**src/shared/uhpc_pkg.sv**
```systemverilog
`default_nettype none
package uhpc_pkg;
	// Clock and timing
	localparam int CLK_MHZ       = 10;       // MCLK rate in MHz
	localparam int FRAME_US      = 1000;     // USB frame period in us
	localparam int FRAME_CYCLES  = FRAME_US * CLK_MHZ;
	localparam int ATTACH_NS     = 2500;     // Line must hold this long
	localparam int ATTACH_CYCLES = (ATTACH_NS * CLK_MHZ + 999) / 1000;
	// Root hub
	localparam int NUM_PORTS     = 2;
	localparam logic [7:0] PORT_COUNT_VAL = 8'h02;
	// Descriptor sizes in 32-bit words
	localparam int ED_WORDS      = 4;
	localparam int TD_WORDS      = 4;
	localparam int TD_ISO_WORDS  = 8;
	// Shared communication area layout
	localparam logic [31:0] COMM_BASE_MASK = 32'hffffff00;
	localparam logic [31:0] COMM_FRAME_OFS = 32'h00000080;
	localparam logic [31:0] COMM_DONE_OFS  = 32'h00000084;
	// Descriptor field offsets and positions
	localparam logic [31:0] PTR_MASK       = 32'hfffffff0;
	localparam logic [31:0] ED_HEAD_OFS    = 32'h00000008;
	localparam logic [31:0] TD_NEXT_OFS    = 32'h00000008;
	localparam int          ED_SKIP_BIT    = 14;
	localparam int          ED_ISO_BIT     = 15;
	localparam int          ED_HALT_BIT    = 0;
	localparam logic [31:0] TD_CC_MASK     = 32'hf0000000;
	localparam logic [31:0] TD_CC_NOERR    = 32'h00000000;
	// Reset values
	localparam logic [31:0] WORD_RST       = 32'h00000000;
	localparam logic [15:0] FRAME_RST      = 16'h0000;

	typedef enum logic [9:0] {
		ST_IDLE  = 10'h001,
		ST_HEAD  = 10'h002,
		ST_ED    = 10'h004,
		ST_TD    = 10'h008,
		ST_DATA  = 10'h010,
		ST_WTD   = 10'h020,
		ST_WED   = 10'h040,
		ST_WDONE = 10'h080,
		ST_WFRM  = 10'h100,
		ST_HALT  = 10'h200
	} uhpc_state_t;
endpackage
`default_nettype wire

```
**src/shared/uhpc_port_if.sv**
```systemverilog
`timescale 1ns/100ps
`default_nettype none
// Status and control between one root hub port and the hub core
interface uhpc_port_if;
	logic conn;        // Device attached
	logic low_speed;   // Attached device is low speed
	logic change;      // One-cycle pulse on attach or detach
	logic bus_reset;   // Hub asks the port to drive SE0
	modport line (output conn, output low_speed, output change,
		input bus_reset);
	modport hub (input conn, input low_speed, input change,
		output bus_reset);
endinterface
`default_nettype wire

```
**src/rtl/uhpc_port.sv**
```systemverilog
`timescale 1ns/100ps
`default_nettype none
// One downstream root hub port: line watch and transceiver drive
module uhpc_port
	import uhpc_pkg::*;
(
	input  wire logic   clk,
	input  wire logic   rst_b,
	uhpc_port_if.line   pif,
	input  wire logic   dp_in,
	input  wire logic   dm_in,
	output var  logic   dp_out,
	output var  logic   dp_oe,
	output var  logic   dm_out,
	output var  logic   dm_oe
);
	logic       dp_s1, dp_s2;       // Pin synchronisers
	logic       dm_s1, dm_s2;
	logic [7:0] cnt;                // Stable line time
	logic       conn, next_conn;
	logic       ls, next_ls;
	logic       chg, next_chg;
	logic [7:0] next_cnt;
	logic       idle_se0;

	// Attach seen as a pulled-up line held stable, detach as SE0 held
	always_comb begin
		idle_se0  = !dp_s2 && !dm_s2;
		next_cnt  = 8'h00;
		next_conn = conn;
		next_ls   = ls;
		next_chg  = 1'b0;
		if (pif.bus_reset) begin
			next_cnt = 8'h00;     // Own SE0 is not a detach
		end else if (conn == idle_se0) begin
			if (cnt == 8'(ATTACH_CYCLES - 1)) begin
				next_conn = !conn;
				next_ls   = dm_s2;  // Low speed pulls DM, full speed DP
				next_chg  = 1'b1;
			end else begin
				next_cnt = cnt + 8'h01;
			end
		end
	end

	// Registers only; first sync stage feeds nothing but the second
	always_ff @(posedge clk or negedge rst_b) begin
		if (!rst_b) begin
			dp_s1  <= 1'b0;
			dp_s2  <= 1'b0;
			dm_s1  <= 1'b0;
			dm_s2  <= 1'b0;
			cnt    <= 8'h00;
			conn   <= 1'b0;
			ls     <= 1'b0;
			chg    <= 1'b0;
			dp_oe  <= 1'b0;
			dm_oe  <= 1'b0;
			dp_out <= 1'b0;
			dm_out <= 1'b0;
		end else begin
			dp_s1  <= dp_in;
			dp_s2  <= dp_s1;
			dm_s1  <= dm_in;
			dm_s2  <= dm_s1;
			cnt    <= next_cnt;
			conn   <= next_conn;
			ls     <= next_ls;
			chg    <= next_chg;
			dp_oe  <= pif.bus_reset;  // Only the hub drives the pair
			dm_oe  <= pif.bus_reset;
			dp_out <= 1'b0;
			dm_out <= 1'b0;
		end
	end

	assign pif.conn      = conn;
	assign pif.low_speed = ls;
	assign pif.change    = chg;
endmodule
`default_nettype wire

```
**src/rtl/uhpc_top.sv**
```systemverilog
`timescale 1ns/100ps
`default_nettype none
// Overview of operation
// - Software reaches controller state as its target
// - Master fetches descriptors, moves data, retires
// - Abort or misalignment sets unrecoverable error
// - Port count readable by driver
// - Ports detect device attach by themselves
// - Only root hub ports drive transceivers
// - Register side and bus side share one clock
// - One interrupt line to system controller
// - Control, status and list pointers mapped
// - Base pointer locates shared area, we master
// - Shared area holds heads, done, frame
// - Endpoint four words, transfer four or eight
// - Endpoint owns a queue of transfers
// - Over-current input held inactive
// - Exactly two downstream ports
// - Low speed and full speed devices
module uhpc_top
	import uhpc_pkg::*;
#(
	parameter int FRAME_LEN = FRAME_CYCLES  // Cycles per frame
) (
	input  wire logic        MCLK,
	input  wire logic        RST_B,
	input  wire logic        HC_ENABLE,      // Run list processing
	input  wire logic [31:0] COMM_BASE,      // Shared area base
	input  wire logic [1:0]  PORT_RESET,     // Drive SE0 on a port
	input  wire logic        INT_ACK,        // Clear pending interrupt
	output var  logic        INT,
	output var  logic        UNRECOV_ERR,
	output var  logic [7:0]  PORT_COUNT,
	output var  logic [1:0]  PORT_CONN,
	output var  logic [1:0]  PORT_LS,
	output var  logic [15:0] FRAME_NUM,
	output var  logic [31:0] DATA_WORD,      // Last endpoint data read
	output var  logic        DMA_REQ,
	output var  logic        DMA_WRITE,
	output var  logic [31:0] DMA_ADDR,
	output var  logic [31:0] DMA_WDATA,
	input  wire logic        DMA_ACK,
	input  wire logic        DMA_ABORT,
	input  wire logic [31:0] DMA_RDATA,
	input  wire logic [1:0]  HDP_IN,
	input  wire logic [1:0]  HDM_IN,
	output wire logic [1:0]  HDP_OUT,
	output wire logic [1:0]  HDP_OE,
	output wire logic [1:0]  HDM_OUT,
	output wire logic [1:0]  HDM_OE
);
	uhpc_state_t state, next_state;      // List engine state
	logic [15:0] frame_cnt, next_frame_cnt;
	logic [15:0] frame, next_frame;
	logic        pend, next_pend;        // Frame start waiting
	logic [31:0] ed_ptr, next_ed_ptr;
	logic [31:0] td_ptr, next_td_ptr;
	logic [31:0] done_head, next_done_head;
	logic [31:0] ed_w [ED_WORDS];        // Fetched endpoint
	logic [31:0] next_ed_w [ED_WORDS];
	logic [31:0] td_w [TD_ISO_WORDS];    // Fetched transfer
	logic [31:0] next_td_w [TD_ISO_WORDS];
	logic [2:0]  widx, next_widx;        // Word index in descriptor
	logic        req, next_req;
	logic        wr, next_wr;
	logic [31:0] addr, next_addr;
	logic [31:0] wdata, next_wdata;
	logic [31:0] data_word, next_data_word;
	logic        uerr, next_uerr;
	logic        irq, next_irq;
	logic [31:0] base;                   // Aligned shared area base
	logic [31:0] acc_addr;               // Address of this access
	logic [31:0] acc_data;               // Data of this write
	logic        acc_wr;
	logic        acc_state;              // State does master accesses
	logic [2:0]  td_last;                // Last TD word index
	logic        port_evt;               // Any attach or detach
	logic        over_current;           // No pad, so never active
	logic [1:0]  conn_w, ls_w, chg_w;

	uhpc_port_if pif [NUM_PORTS] ();

	// Two ports, each with its own transceiver
	genvar g;
	generate
		for (g = 0; g < NUM_PORTS; g++) begin : g_port
			assign pif[g].bus_reset = PORT_RESET[g];
			assign conn_w[g]        = pif[g].conn;
			assign ls_w[g]          = pif[g].low_speed;
			assign chg_w[g]         = pif[g].change;
			uhpc_port i_uhpc_port (
				.clk    (MCLK),
				.rst_b  (RST_B),
				.pif    (pif[g]),
				.dp_in  (HDP_IN[g]),
				.dm_in  (HDM_IN[g]),
				.dp_out (HDP_OUT[g]),
				.dp_oe  (HDP_OE[g]),
				.dm_out (HDM_OUT[g]),
				.dm_oe  (HDM_OE[g])
			);
		end
	endgenerate

	assign over_current = 1'b0;
	assign port_evt     = |chg_w;

	// Address and data of the access each state makes
	always_comb begin
		base     = COMM_BASE & COMM_BASE_MASK;
		acc_addr = WORD_RST;
		acc_data = WORD_RST;
		acc_wr   = 1'b0;
		acc_state = 1'b1;
		td_last  = ed_w[0][ED_ISO_BIT] ? 3'(TD_ISO_WORDS - 1)
			: 3'(TD_WORDS - 1);
		case (state)
			ST_HEAD:  acc_addr = base + {25'h0, frame[4:0], 2'b00};
			ST_ED:    acc_addr = ed_ptr + {27'h0, widx, 2'b00};
			ST_TD:    acc_addr = td_ptr + {27'h0, widx, 2'b00};
			ST_DATA:  acc_addr = td_w[1];
			ST_WTD: begin
				acc_wr = 1'b1;
				if (widx == 3'h0) begin
					// Completion code written as no error
					acc_addr = td_ptr;
					acc_data = (td_w[0] & ~TD_CC_MASK) | TD_CC_NOERR;
				end else begin
					// Retired TD links onto the done queue
					acc_addr = td_ptr + TD_NEXT_OFS;
					acc_data = done_head;
				end
			end
			ST_WED: begin
				acc_wr   = 1'b1;
				acc_addr = ed_ptr + ED_HEAD_OFS;
				acc_data = (td_w[2] & PTR_MASK) | (ed_w[2] & ~PTR_MASK);
			end
			ST_WDONE: begin
				acc_wr   = 1'b1;
				acc_addr = base + COMM_DONE_OFS;
				acc_data = done_head;
			end
			ST_WFRM: begin
				acc_wr   = 1'b1;
				acc_addr = base + COMM_FRAME_OFS;
				acc_data = {16'h0000, frame};
			end
			default:  acc_state = 1'b0;
		endcase
	end

	// List engine, frame timer and event flags
	always_comb begin
		next_state     = state;
		next_frame_cnt = frame_cnt + 16'h0001;
		next_frame     = frame;
		next_pend      = pend;
		next_ed_ptr    = ed_ptr;
		next_td_ptr    = td_ptr;
		next_done_head = done_head;
		next_ed_w      = ed_w;
		next_td_w      = td_w;
		next_widx      = widx;
		next_req       = req;
		next_wr        = wr;
		next_addr      = addr;
		next_wdata     = wdata;
		next_data_word = data_word;
		next_uerr      = uerr && HC_ENABLE;
		next_irq       = irq && !INT_ACK;
		// Frame boundary on a divided enable of the one clock
		if (frame_cnt == 16'(FRAME_LEN - 1)) begin
			next_frame_cnt = 16'h0000;
			next_frame     = frame + 16'h0001;
			next_pend      = 1'b1;
		end
		if (req) begin
			if (DMA_ABORT) begin
				next_req   = 1'b0;
				next_uerr  = 1'b1;
				next_state = ST_HALT;
			end else if (DMA_ACK) begin
				next_req = 1'b0;
				case (state)
					ST_HEAD: begin
						next_ed_ptr = DMA_RDATA & PTR_MASK;
						next_widx   = 3'h0;
						next_state  = ((DMA_RDATA & PTR_MASK) == WORD_RST)
							? ST_WFRM : ST_ED;
					end
					ST_ED: begin
						next_ed_w[widx[1:0]] = DMA_RDATA;
						next_widx = widx + 3'h1;
						if (widx == 3'(ED_WORDS - 1)) begin
							// Skip, halted or empty queue leaves the ED alone
							next_widx   = 3'h0;
							next_td_ptr = ed_w[2] & PTR_MASK;
							if (ed_w[0][ED_SKIP_BIT] || ed_w[2][ED_HALT_BIT]
								|| (ed_w[2] & PTR_MASK) == (ed_w[1] & PTR_MASK))
								next_state = ST_WFRM;
							else
								next_state = ST_TD;
						end
					end
					ST_TD: begin
						next_td_w[widx] = DMA_RDATA;
						next_widx = widx + 3'h1;
						if (widx == td_last) begin
							next_widx  = 3'h0;
							next_state = (td_w[1] == WORD_RST) ? ST_WTD : ST_DATA;
						end
					end
					ST_DATA: begin
						next_data_word = DMA_RDATA;
						next_state     = ST_WTD;
					end
					ST_WTD: begin
						next_widx = 3'h1;
						if (widx != 3'h0) begin
							next_done_head = td_ptr;
							next_widx      = 3'h0;
							next_state     = ST_WED;
						end
					end
					ST_WED:   next_state = ST_WDONE;
					ST_WDONE: begin
						next_irq   = 1'b1;
						next_state = ST_WFRM;
					end
					default:  next_state = ST_IDLE;
				endcase
			end
		end else if (acc_state) begin
			if (acc_addr[1:0] != 2'b00) begin
				next_uerr  = 1'b1;
				next_state = ST_HALT;
			end else begin
				// Master access issued in the order of the open model
				next_req   = 1'b1;
				next_wr    = acc_wr;
				next_addr  = acc_addr;
				next_wdata = acc_data;
			end
		end else if (state == ST_HALT) begin
			if (!HC_ENABLE)
				next_state = ST_IDLE;
		end else if (pend && HC_ENABLE && !over_current) begin
			next_pend  = 1'b0;
			next_state = ST_HEAD;
		end
		// Error and port events win over an acknowledge in the same cycle
		if (port_evt || (next_uerr && !uerr))
			next_irq = 1'b1;
	end

	// State registers only
	always_ff @(posedge MCLK or negedge RST_B) begin
		if (!RST_B) begin
			state     <= ST_IDLE;
			frame_cnt <= FRAME_RST;
			frame     <= FRAME_RST;
			pend      <= 1'b0;
			ed_ptr    <= WORD_RST;
			td_ptr    <= WORD_RST;
			done_head <= WORD_RST;
			ed_w      <= '{default: WORD_RST};
			td_w      <= '{default: WORD_RST};
			widx      <= 3'h0;
			req       <= 1'b0;
			wr        <= 1'b0;
			addr      <= WORD_RST;
			wdata     <= WORD_RST;
			data_word <= WORD_RST;
			uerr      <= 1'b0;
			irq       <= 1'b0;
		end else begin
			state     <= next_state;
			frame_cnt <= next_frame_cnt;
			frame     <= next_frame;
			pend      <= next_pend;
			ed_ptr    <= next_ed_ptr;
			td_ptr    <= next_td_ptr;
			done_head <= next_done_head;
			ed_w      <= next_ed_w;
			td_w      <= next_td_w;
			widx      <= next_widx;
			req       <= next_req;
			wr        <= next_wr;
			addr      <= next_addr;
			wdata     <= next_wdata;
			data_word <= next_data_word;
			uerr      <= next_uerr;
			irq       <= next_irq;
		end
	end

	// Status outputs; port state is a copy so outputs stay registered
	always_ff @(posedge MCLK or negedge RST_B) begin
		if (!RST_B) begin
			PORT_COUNT <= 8'h00;
			PORT_CONN  <= 2'b00;
			PORT_LS    <= 2'b00;
		end else begin
			PORT_COUNT <= PORT_COUNT_VAL;
			PORT_CONN  <= conn_w;
			PORT_LS    <= ls_w;
		end
	end

	// Direct register outputs; software side is target only
	assign INT         = irq;
	assign UNRECOV_ERR = uerr;
	assign FRAME_NUM   = frame;
	assign DATA_WORD   = data_word;
	assign DMA_REQ     = req;
	assign DMA_WRITE   = wr;
	assign DMA_ADDR    = addr;
	assign DMA_WDATA   = wdata;
endmodule
`default_nettype wire

```
**config.mk**
```make
export PLATFORM = sky130hd
export DESIGN_NAME = uhpc_top
export DESIGN_NICKNAME = d
export VERILOG_FILES = /design/src/shared/uhpc_pkg.sv /design/src/shared/uhpc_port_if.sv /design/src/rtl/uhpc_port.sv /design/src/rtl/uhpc_top.sv
export SDC_FILE = /design/constraint.sdc
export NUM_CORES = 1
export LEC_CHECK = 0
export ABC_CLOCK_PERIOD_IN_PS = 3400
export BUFFER_PORTS_ARGS = -buffer_cell sky130_fd_sc_hd__buf_2
export CORE_MARGIN = 5
export CORE_UTILIZATION = 40
export CTS_BUF_LIST = sky130_fd_sc_hd__clkbuf_4
export DETAILED_ROUTE_END_ITERATION = 6
export HOLD_SLACK_MARGIN = 0.05
export PLACE_DENSITY = 0.68
export SYNTH_ARGS = -nofsm -noshare
export SYNTH_HDL_FRONTEND = slang
export SYNTH_SLANG_ARGS = --single-unit
```
**constraint.sdc**
```tcl
create_clock -name MCLK -period 3.4 [get_ports MCLK]
set_input_delay 0.34 -clock MCLK [delete_from_list [all_inputs] [get_ports MCLK]]
set_output_delay 0.34 -clock MCLK [all_outputs]
set_load 0.02 [all_outputs]
```
After elaboration in Yosys (flattened, before gate mapping) --
Index checks and enable logic that the tools add are counted.
Word-level totals: register bits after elaboration 651, bits in latches 0, RAM bits 0, bits in read-only memories 0, input port bits 76, logic and storage cells 199, memories 0
Operators by class: add/sub/neg operators 12, multiply operators 0, divide/modulo/power cells 0, order comparisons 4, equal/unequal tests 23, shift-type cells 0, multiplexer cells 64, bitwise gates (word level) 8, reduce and logical (&&, ||, !) cells 40
Operators with widths (count):
- $bwmux W256 | 1
- $pmux W32 S8 | 1
- $bwmux W128 | 1
- $mux W32 | 4
- $pmux W32 S4 | 1
- $mux W10 | 11
- $demux W32 S3 | 1
- $pmux W10 S7 | 1
- $add A32 B4 Y32 const B | 2
- $add A32 B5 Y32 | 2
- $add A32 B8 Y32 const B | 2
- $demux W32 S2 | 1
- $logic_not A32 Y1 | 2
- $mux W8 | 6
- $add A16 B1 Y16 const B | 2
- $add A32 B7 Y32 | 1
- $or A32 B4 Y32 | 1
- $eq A28 B28 Y1 | 1
- $mux W1 | 28
- $reduce_and A4 Y1 | 5
- $mux W9 | 2
- $add A8 B1 Y8 const B | 2
- $eq A16 B14 Y1 const B | 1
- $eq A8 B5 Y1 const B | 2
- other kinds (40) | 70

Longest topological paths before layout --
Gate-level depths: netlist of run 1.
word-level depth 10, mapped depth 16, mapped depth without buffers 12

By module --
From an unflattened synthesis of run 1, not the netlist that was laid out.
Second synthesis, totals: cells, all modules 1590, area total of the unflattened synthesis 19398.6 um2
By module, submodules not included:
- uhpc_top | instances 1, cells an instance 1480, area each 18072.3 um2, seq. area each 9635.5 um2
- uhpc_port | instances 2, cells an instance 55, area each 663.1 um2, seq. area each 400.4 um2

Least setup slack after synthesis of run 1 --
Ideal clock, no wire load.
path type flip-flop to flip-flop, from reg state[7], to reg addr[26] (netlist: DMA_ADDR[26]), setup time 0.124 ns, data arrival time 3.533 ns, path slack -0.257 ns, cell stages (with the launch flop) 17, cells stage by stage dfrtp_1 > clkbuf_1 > nor4_4 > nand3_2 > clkbuf_1 > buf_1 > clkbuf_1 > nand2_1 > nand2_1 > ha_1 > nand2_1 > nor2_1 > mux2i_2 > nor4_4 > nand3_2 > mux2_4 > a211o_1
Between the ends: cells in the longest elaborated chain, start to end 5, elaborated cells on any way between the ends 14
Ends and longest elaborated chain:
- from (decl) | line uhpc_top.sv:52 | uhpc_state_t state, next_state;
- from (signal assigned) | line uhpc_top.sv:278 | state <= next_state;
- $eq A10 B9 Y1 (tied with other cells) | line uhpc_top.sv:117 | case (state)
- $pmux W32 S8 | line uhpc_top.sv:117
- $reduce_bool A2 Y1 | line uhpc_top.sv:235 | if (acc_addr[1:0] != 2'b00) begin
- $not A1 Y1 (no line)
- $reduce_and A3 Y1 (no line)
- to (signal assigned) | line uhpc_top.sv:290 | addr <= next_addr;
- to (decl) | line uhpc_top.sv:66 | logic [31:0] addr, next_addr;
Parallel ways exist; a longest one is shown, timed or not. A chain may end at the register's enable or synchronous reset.

Final worst setup path of run 1 --
from reg state[1], to reg addr[26] (netlist: DMA_ADDR[26])
Same word-level chain as after synthesis.

==> results of run 1 <==
stage by stage:
| step | instances | hold WS (ns) |
|---|---|---|
| detailed placement | 2443 | 0.336 |
| CTS | 2707 | 0.0845 |
| global route | 2708 | 0.146 |
| finish | 2708 | 0.182 |
| floorplan | 1684 | 0.0444 |
| global placement | 2443 | 0.333 |
routing by layer:
layer	global-route usage, %	wire length [um]
met1	26.8	23200
met4	7.25	1430
met2	36.8	28600
met5	0	0
met3	3.88	2790
logic make-up (layout without fill, tap and decap cells):
logic type               count (synthesis)  count (layout)  share of synthesized area [%]
flip-flops                             417             417                           54.2
XOR/XNOR                               107             107                           4.87
adder cells (fa/ha/maj)                 14              14                          0.909
buffers and inverters                  121             529                           2.96
AND/OR/NAND/NOR                        500             500                           12.7
multiplexers                           277             277                           16.1
other                                    2              13                         0.0390
AO/OA/AOI/OAI                          236             236                           8.28
Yosys cell counts, types with 7 or more instances:
master | number | area, sq um
sky130_fd_sc_hd__xnor2_1 | 44 | 385
sky130_fd_sc_hd__o21ai_1 | 14 | 70.1
sky130_fd_sc_hd__nand3_1 | 49 | 245
sky130_fd_sc_hd__mux2_2 | 243 | 2740
sky130_fd_sc_hd__a22oi_1 | 16 | 120
sky130_fd_sc_hd__nand2_1 | 242 | 908
sky130_fd_sc_hd__mux2_1 | 8 | 90.1
sky130_fd_sc_hd__nand4_1 | 23 | 144
sky130_fd_sc_hd__dfrtp_1 | 416 | 10400
sky130_fd_sc_hd__mux2i_1 | 24 | 240
sky130_fd_sc_hd__a22o_1 | 11 | 96.3
sky130_fd_sc_hd__inv_1 | 25 | 93.8
sky130_fd_sc_hd__a21oi_1 | 43 | 215
sky130_fd_sc_hd__ha_1 | 14 | 175
sky130_fd_sc_hd__xor2_1 | 63 | 552
sky130_fd_sc_hd__nor3_1 | 13 | 65.1
sky130_fd_sc_hd__nor2_1 | 72 | 270
sky130_fd_sc_hd__or3_1 | 9 | 56.3
sky130_fd_sc_hd__buf_2 | 18 | 90.1
sky130_fd_sc_hd__o21ai_0 | 63 | 315
sky130_fd_sc_hd__buf_4 | 17 | 128
sky130_fd_sc_hd__and3_1 | 18 | 113
sky130_fd_sc_hd__nor4_1 | 29 | 181
sky130_fd_sc_hd__a222oi_1 | 35 | 350
sky130_fd_sc_hd__a21boi_0 | 12 | 90.1
sky130_fd_sc_hd__clkbuf_1 | 45 | 169
sky130_fd_sc_hd__buf_1 | 12 | 45.0
sky130_fd_sc_hd__nand2b_1 | 7 | 43.8
power by group through the flow:
| stage | sequential (W) | combinational [W] | clock, W |
|---|---|---|---|
| global placement | 0.00536 | 0.00115 | 0 |
| global route | 0.00529 | 0.00132 | 0.00481 |
| CTS | 0.00527 | 0.00124 | 0.00453 |
| floorplan | 0.00554 | 0.000452 | 0 |
| finish | 0.00527 | 0.00121 | 0.00439 |
| detailed placement | 0.00536 | 0.00117 | 0 |
registers in the layout (all words and copies together), names as in the netlist, 3 cells and up:
register	count
done_head	28
widx	3
state	10
DATA_WORD	32
g_port.i_uhpc_port.cnt	16
DMA_ADDR	32
frame_cnt	16
FRAME_NUM	16
ed_w	62
ed_ptr	28
DMA_WDATA	32
td_ptr	28
td_w	88
worst max-delay path by stage:
stage | startpoint | endpoint | slack (ns) | depth (start not counted)
finish | state[1]$_DFFE_PN0P_ | DMA_ADDR[26]$_DFFE_PN0P_ | 0.28 | 9
global route | state[5]$_DFFE_PN0P_ | DMA_ADDR[26]$_DFFE_PN0P_ | 0.05 | 12
CTS | state[1]$_DFFE_PN0P_ | DMA_ADDR[26]$_DFFE_PN0P_ | 0.18 | 12
detailed placement | state[5]$_DFFE_PN0P_ | DMA_ADDR[26]$_DFFE_PN0P_ | 0.20 | 12
global placement | state[5]$_DFFE_PN0P_ | DMA_ADDR[26]$_DFFE_PN0P_ | 0.24 | 12
floorplan | state[8]$_DFFE_PN0P_ | DMA_ADDR[26]$_DFFE_PN0P_ | 0.01 | 15
final cells by class:
cell class              count  area, sq um
inverters                  25         93.8
flip-flops and latches    417        10400
clock inverters            28          171
fillers                  4371        24500
multi-input cells        1146         8350
well taps                 615          769
diodes                      1         2.50
clock buffers             164         1230
repair buffers            312         2130
repair_timing:
action	4_1_cts	5_1_grt
hold buffers	72	0
setup endpoints to repair	0	1
endpoints found under the hold margin	448	0
==> impl_metrics.tcl, run 1 <==
set metrics [dict create \
    outcome "complete, no violations" \
    cts_root_buf "sky130_fd_sc_hd__clkbuf_4" \
    clk_pin_slew_ns 0.07 \
    max_cap_violations 0 \
    viasPerCell 5.40 \
    worstHoldPathCells 2 \
    dpl.hpwl_mm 39.3 \
    yosysWarnings 0 \
    reg2reg_to "DMA_ADDR[26]$_DFFE_PN0P_" \
    power.total_w 0.0109 \
    critical-path-slowest-cell "sky130_fd_sc_hd__nor4_4" \
    synth.ff_latch_count 417 \
    syn-cell-area_sq_um 19300 \
    drc 0 \
    power.density_cell_area_nw_per_um2 469 \
    effective_utilization_at_floorplan_pct 40.4 \
    fmax_ghz 0.320 \
    synth_top_flop_cell "sky130_fd_sc_hd__dfrtp_1" \
    final_hold_viol_count 0 \
    global_route.usage.total_pct 21.2 \
    final_net_count 2102 \
    timing.critical_path.required_ns 4.11 \
    layout_common_cells "416 x sky130_fd_sc_hd__dfrtp_1, 243 x sky130_fd_sc_hd__mux2_2, 242 x sky130_fd_sc_hd__nand2_1, 191 x sky130_fd_sc_hd__buf_2, 164 x sky130_fd_sc_hd__clkbuf_4" \
    timing.max_slew.rel_slack_pct 52.9 \
    die_height_um 229 \
    die_area_sq_um 52600 \
    clock_sinks 417 \
    final_core_util_pct 48.7 \
    grt_setup_unrepaired "no" \
    antenna_found_initial 1 \
    crit_fanout 26 \
    fin_worst_skew_ns 0.0583 \
    timing.hold.worst_endpoint "g_port[0].i_uhpc_port.dm_s1$_DFF_PN0_" \
    critical_path.max_stage_delay_ns 0.61 \
    placeableCoreArea_sq_um 47600 \
    final_antenna_net_count 0 \
    layout_commonest_cell "sky130_fd_sc_hd__dfrtp_1" \
    syn-mean-instance-area_sq_um 11.5 \
    timing.hold.worst.start "HDM_IN[0]" \
    synth.distinct_cells 71 \
    async_flop_share_pct 100 \
    drtPass1Iterations 5 \
    layout_worst_path_cycle_share_pct 91.9 \
    number_of_enable_type_register_cells_in_the_synthesized_netlist 0 \
    setup_slack_of_the_critical_path_after_layout_ns 0.276 \
    ir_drop_mv 0.235 \
    r2r_slack_ns 0.28 \
    first_pass_grt_wire_length_mm 89.0 \
    area_growth_syn_to_layout_pct 20.4 \
    final_layout_size_suffix_gt1_share_pct 32.6 \
    power_frac_comb_pct 11.1 \
    tightest_slew_ns 0.706 \
    dp_slack_ns 0.200 \
    wire_per_inst_um 20.7 \
    die_w_um 229 \
    top_level_ports 212 \
    path_cells "buf_4, nor4_4, nand3_4, buf_4, mux2_2, nor4_4, nand3_2, mux2_4, a211o_1" \
    h-tree-depth 3 \
    grt_pass1_vias 15458 \
    power_report.internal_total_w 0.00791 \
    cts_tree "yes" \
    timing.final.max_slew_violations 0 \
    reg2reg_depth 9 \
    overflow 0 \
    yosysSeqAreaShare_pct 54.2 \
    synth_cells 1674 \
    numPortBuffers 192 \
    layout.cell_area.non_filler_sq_um 23200 \
    num_vias 14622 \
    layout_min_cycle_time_ns 3.12 \
    finalWirelength_mm 56.0 \
    critPathCaptureType "flip-flop" \
    clockPowerShare_pct 40.4 \
    timing.critical_path.arrival_ns 3.83 \
    dominant_delay_contributor_by_cell_family_on_the_critical_path "simple AND/OR/NAND/NOR gates" \
    crit_path_start_kind "flip-flop" \
    grt_start_max_net_pins 83 \
    power.share.switching_pct 27.2 \
    post_placement_cell_area_sq_um 21100 \
    drt_iter0_drc 976 \
    r2r-start "state[1]$_DFFE_PN0P_" \
    cts-root-to-sink-buffers 3 \
    worst_skew_pair.late_latency_ns 0.85 \
    gp_routability_congestion 0.910 \
    setup_viol 0 \
    power_switching_w 0.00296 \
    total_leakage_power_nw 11.8 \
    setup.worst_path.class "reg2reg" \
    cts_setup_buffers 0 \
    hold_path.class "in2reg" \
    seqPwrFrac_pct 48.5 \
    cp.buffers_inverters 2 \
    cts-resized-gates 0 \
    setup_tns_ns 0 \
    rows 80 \
    cts_made_buffers 110 \
]
Power figures use the tool's default switching activity.
==> run 2, diff against run 1 <==
Settings changed: CORE_UTILIZATION 40 to 38, PLACE_DENSITY 0.68 to 0.66.
==> impl_metrics.tcl, run 2 (synthesis gave the netlist of run 1 again) <==
set metrics [dict create \
    outcome "complete, no violations" \
    layout_common_cells "416 x sky130_fd_sc_hd__dfrtp_1, 243 x sky130_fd_sc_hd__mux2_2, 242 x sky130_fd_sc_hd__nand2_1, 191 x sky130_fd_sc_hd__buf_2, 162 x sky130_fd_sc_hd__clkbuf_4" \
    grt_setup_unrepaired "no" \
    cts_root_buf "sky130_fd_sc_hd__clkbuf_4" \
    final_layout_size_suffix_gt1_share_pct 32.7 \
    fin_worst_skew_ns 0.0565 \
    final_hold_viol_count 0 \
    final_antenna_net_count 0 \
    area.sequential_sq_um 10400 \
    ir_drop_mv 0.299 \
    largest_reg_flops 88 \
    crit_fanout 17 \
    grt_start_max_net_pins 104 \
    gp_routability_congestion 0.915 \
    timing.critical_path.arrival_ns 3.81 \
    setup.worst_path.class "reg2reg" \
    viasPerCell 5.30 \
    timing.max_slew.rel_slack_pct 42.5 \
    cts-resized-gates 0 \
    layout_worst_path_cycle_share_pct 92.4 \
    clock_sinks 417 \
    critical-path-slowest-cell "sky130_fd_sc_hd__and4bb_1" \
    stdcell_count 2767 \
    final_net_count 2101 \
    h-tree-depth 3 \
    dpl.hpwl_mm 40.1 \
    setup_viol 0 \
    cts_tree "yes" \
    reg2reg_depth 8 \
    drt_iter0_drc 1066 \
    crit_path_start_kind "flip-flop" \
    power.density_cell_area_nw_per_um2 469 \
    layout_min_cycle_time_ns 3.14 \
    drc 0 \
    cts_hold_buffers 69 \
    num_vias 14678 \
    timing.final.max_slew_violations 0 \
    reg2reg_to "state[8]$_DFFE_PN0P_" \
    finalWirelength_mm 57.5 \
    tightest_slew_ns 0.862 \
    dp.cells 2503 \
    r2r-start "state[0]$_DFFE_PN1P_" \
    crit_start "state[0]$_DFFE_PN1P_" \
    first_pass_grt_wire_length_mm 89.9 \
    rows 82 \
    critical_path.max_stage_delay_ns 0.63 \
    critPathCaptureType "flip-flop" \
    hold_ws_ns 0.155 \
    worst_skew_pair.late_latency_ns 0.84 \
    path_cells "or4_4, buf_4, nor4_4, a21oi_1, o21ai_4, o21ai_2, and4bb_1, mux2_1" \
    timing.critical_path.to "state[8]$_DFFE_PN0P_" \
    die_w_um 235 \
    nFillCells 4661 \
    overflow 0 \
    numPortBuffers 192 \
    cts_made_buffers 109 \
    grt_pass1_vias 15338 \
    layout_commonest_cell "sky130_fd_sc_hd__dfrtp_1" \
    setup_tns_ns 0 \
    die_height_um 235 \
    max_cap_violations 0 \
    global_route.usage.total_pct 20.4 \
    reg_top3 "td_w (88), ed_w (62)" \
    timing.critical_path.required_ns 4.07 \
    area_of_combinational_cells_with_multiple_inputs_sq_um 8350 \
    die_area_sq_um 55300 \
    largest_register "td_w" \
    cts_setup_buffers 0 \
    wire_per_inst_um 20.8 \
    effective_utilization_at_floorplan_pct 38.4 \
    placeableCoreArea_sq_um 50200 \
    area_growth_syn_to_layout_pct 20.8 \
    clk_pin_slew_ns 0.07 \
    antenna_found_initial 2 \
    drtPass1Iterations 6 \
    cts-root-to-sink-buffers 3 \
    total_leakage_power_nw 11.8 \
    fmax_ghz 0.318 \
    r2r_slack_ns 0.26 \
    hold_path.class "in2async" \
    top_level_ports 212 \
]
## run 2: final cells by class
type                            count  area share (%)
Sequential cell                   417            44.9
Multi-Input combinational cell   1146            35.9
Timing Repair Buffer              312            9.17
Clock buffer                      162            5.23
Tap cell                          672            3.62
Clock inverter                     31           0.780
Inverter                           25           0.403
Antenna cell                        2          0.0215
## run 2: critical path, delay by kind of cell (launching register included)
kind,cells,cell delay [ns]
compound gates,3,0.56
mux,1,0.38
simple gates,3,1.46
buf+inv,1,0.20
flops,1,0.40
## run 2: layer usage
layer | vias to the layer above | routed length, um | GRT usage [%] | part of all wire [%]
li1 | 6698 | - | - | -
met1 | 7362 | 23500 | 25.5 | 41
met2 | 499 | 29000 | 35.4 | 50
met3 | 119 | 3220 | 3.94 | 5.6
met4 | 0 | 1790 | 7.59 | 3.1
met5 | - | 0 | 0 | 0
## run 2: through the flow
step                util, %  total power, W  cell area, sq um  setup slack [ns]
finish                 46.4          0.0109             23300             0.260
global route           46.4          0.0115             23300            0.0814
CTS                    46.3          0.0111             23300             0.259
detailed placement     42.2         0.00655             21200             0.265
global placement       42.2         0.00653             21200             0.316
floorplan                 -         0.00600             19300            0.0133
## run 2: how the worst min path moves through the flow
stage                                                 end  slack, ns
floorplan                        DATA_WORD[0]$_DFFE_PN0P_       0.04
global placement    g_port[1].i_uhpc_port.dm_s2$_DFF_PN0_       0.33
detailed placement  g_port[0].i_uhpc_port.dp_s2$_DFF_PN0_       0.34
CTS                 g_port[0].i_uhpc_port.dp_s1$_DFF_PN0_       0.09
global route        g_port[0].i_uhpc_port.dp_s1$_DFF_PN0_       0.13
finish                           DMA_ADDR[24]$_DFFE_PN0P_       0.15
## run 2: power by group
group          switching, W  leakage [nW]  total (W)  internal [W]
Clock               0.00209         0.832    0.00441       0.00232
Combinational      0.000806          5.27    0.00122      0.000418
Sequential         0.000121          5.71    0.00527       0.00515
Total               0.00302          11.8     0.0109       0.00789
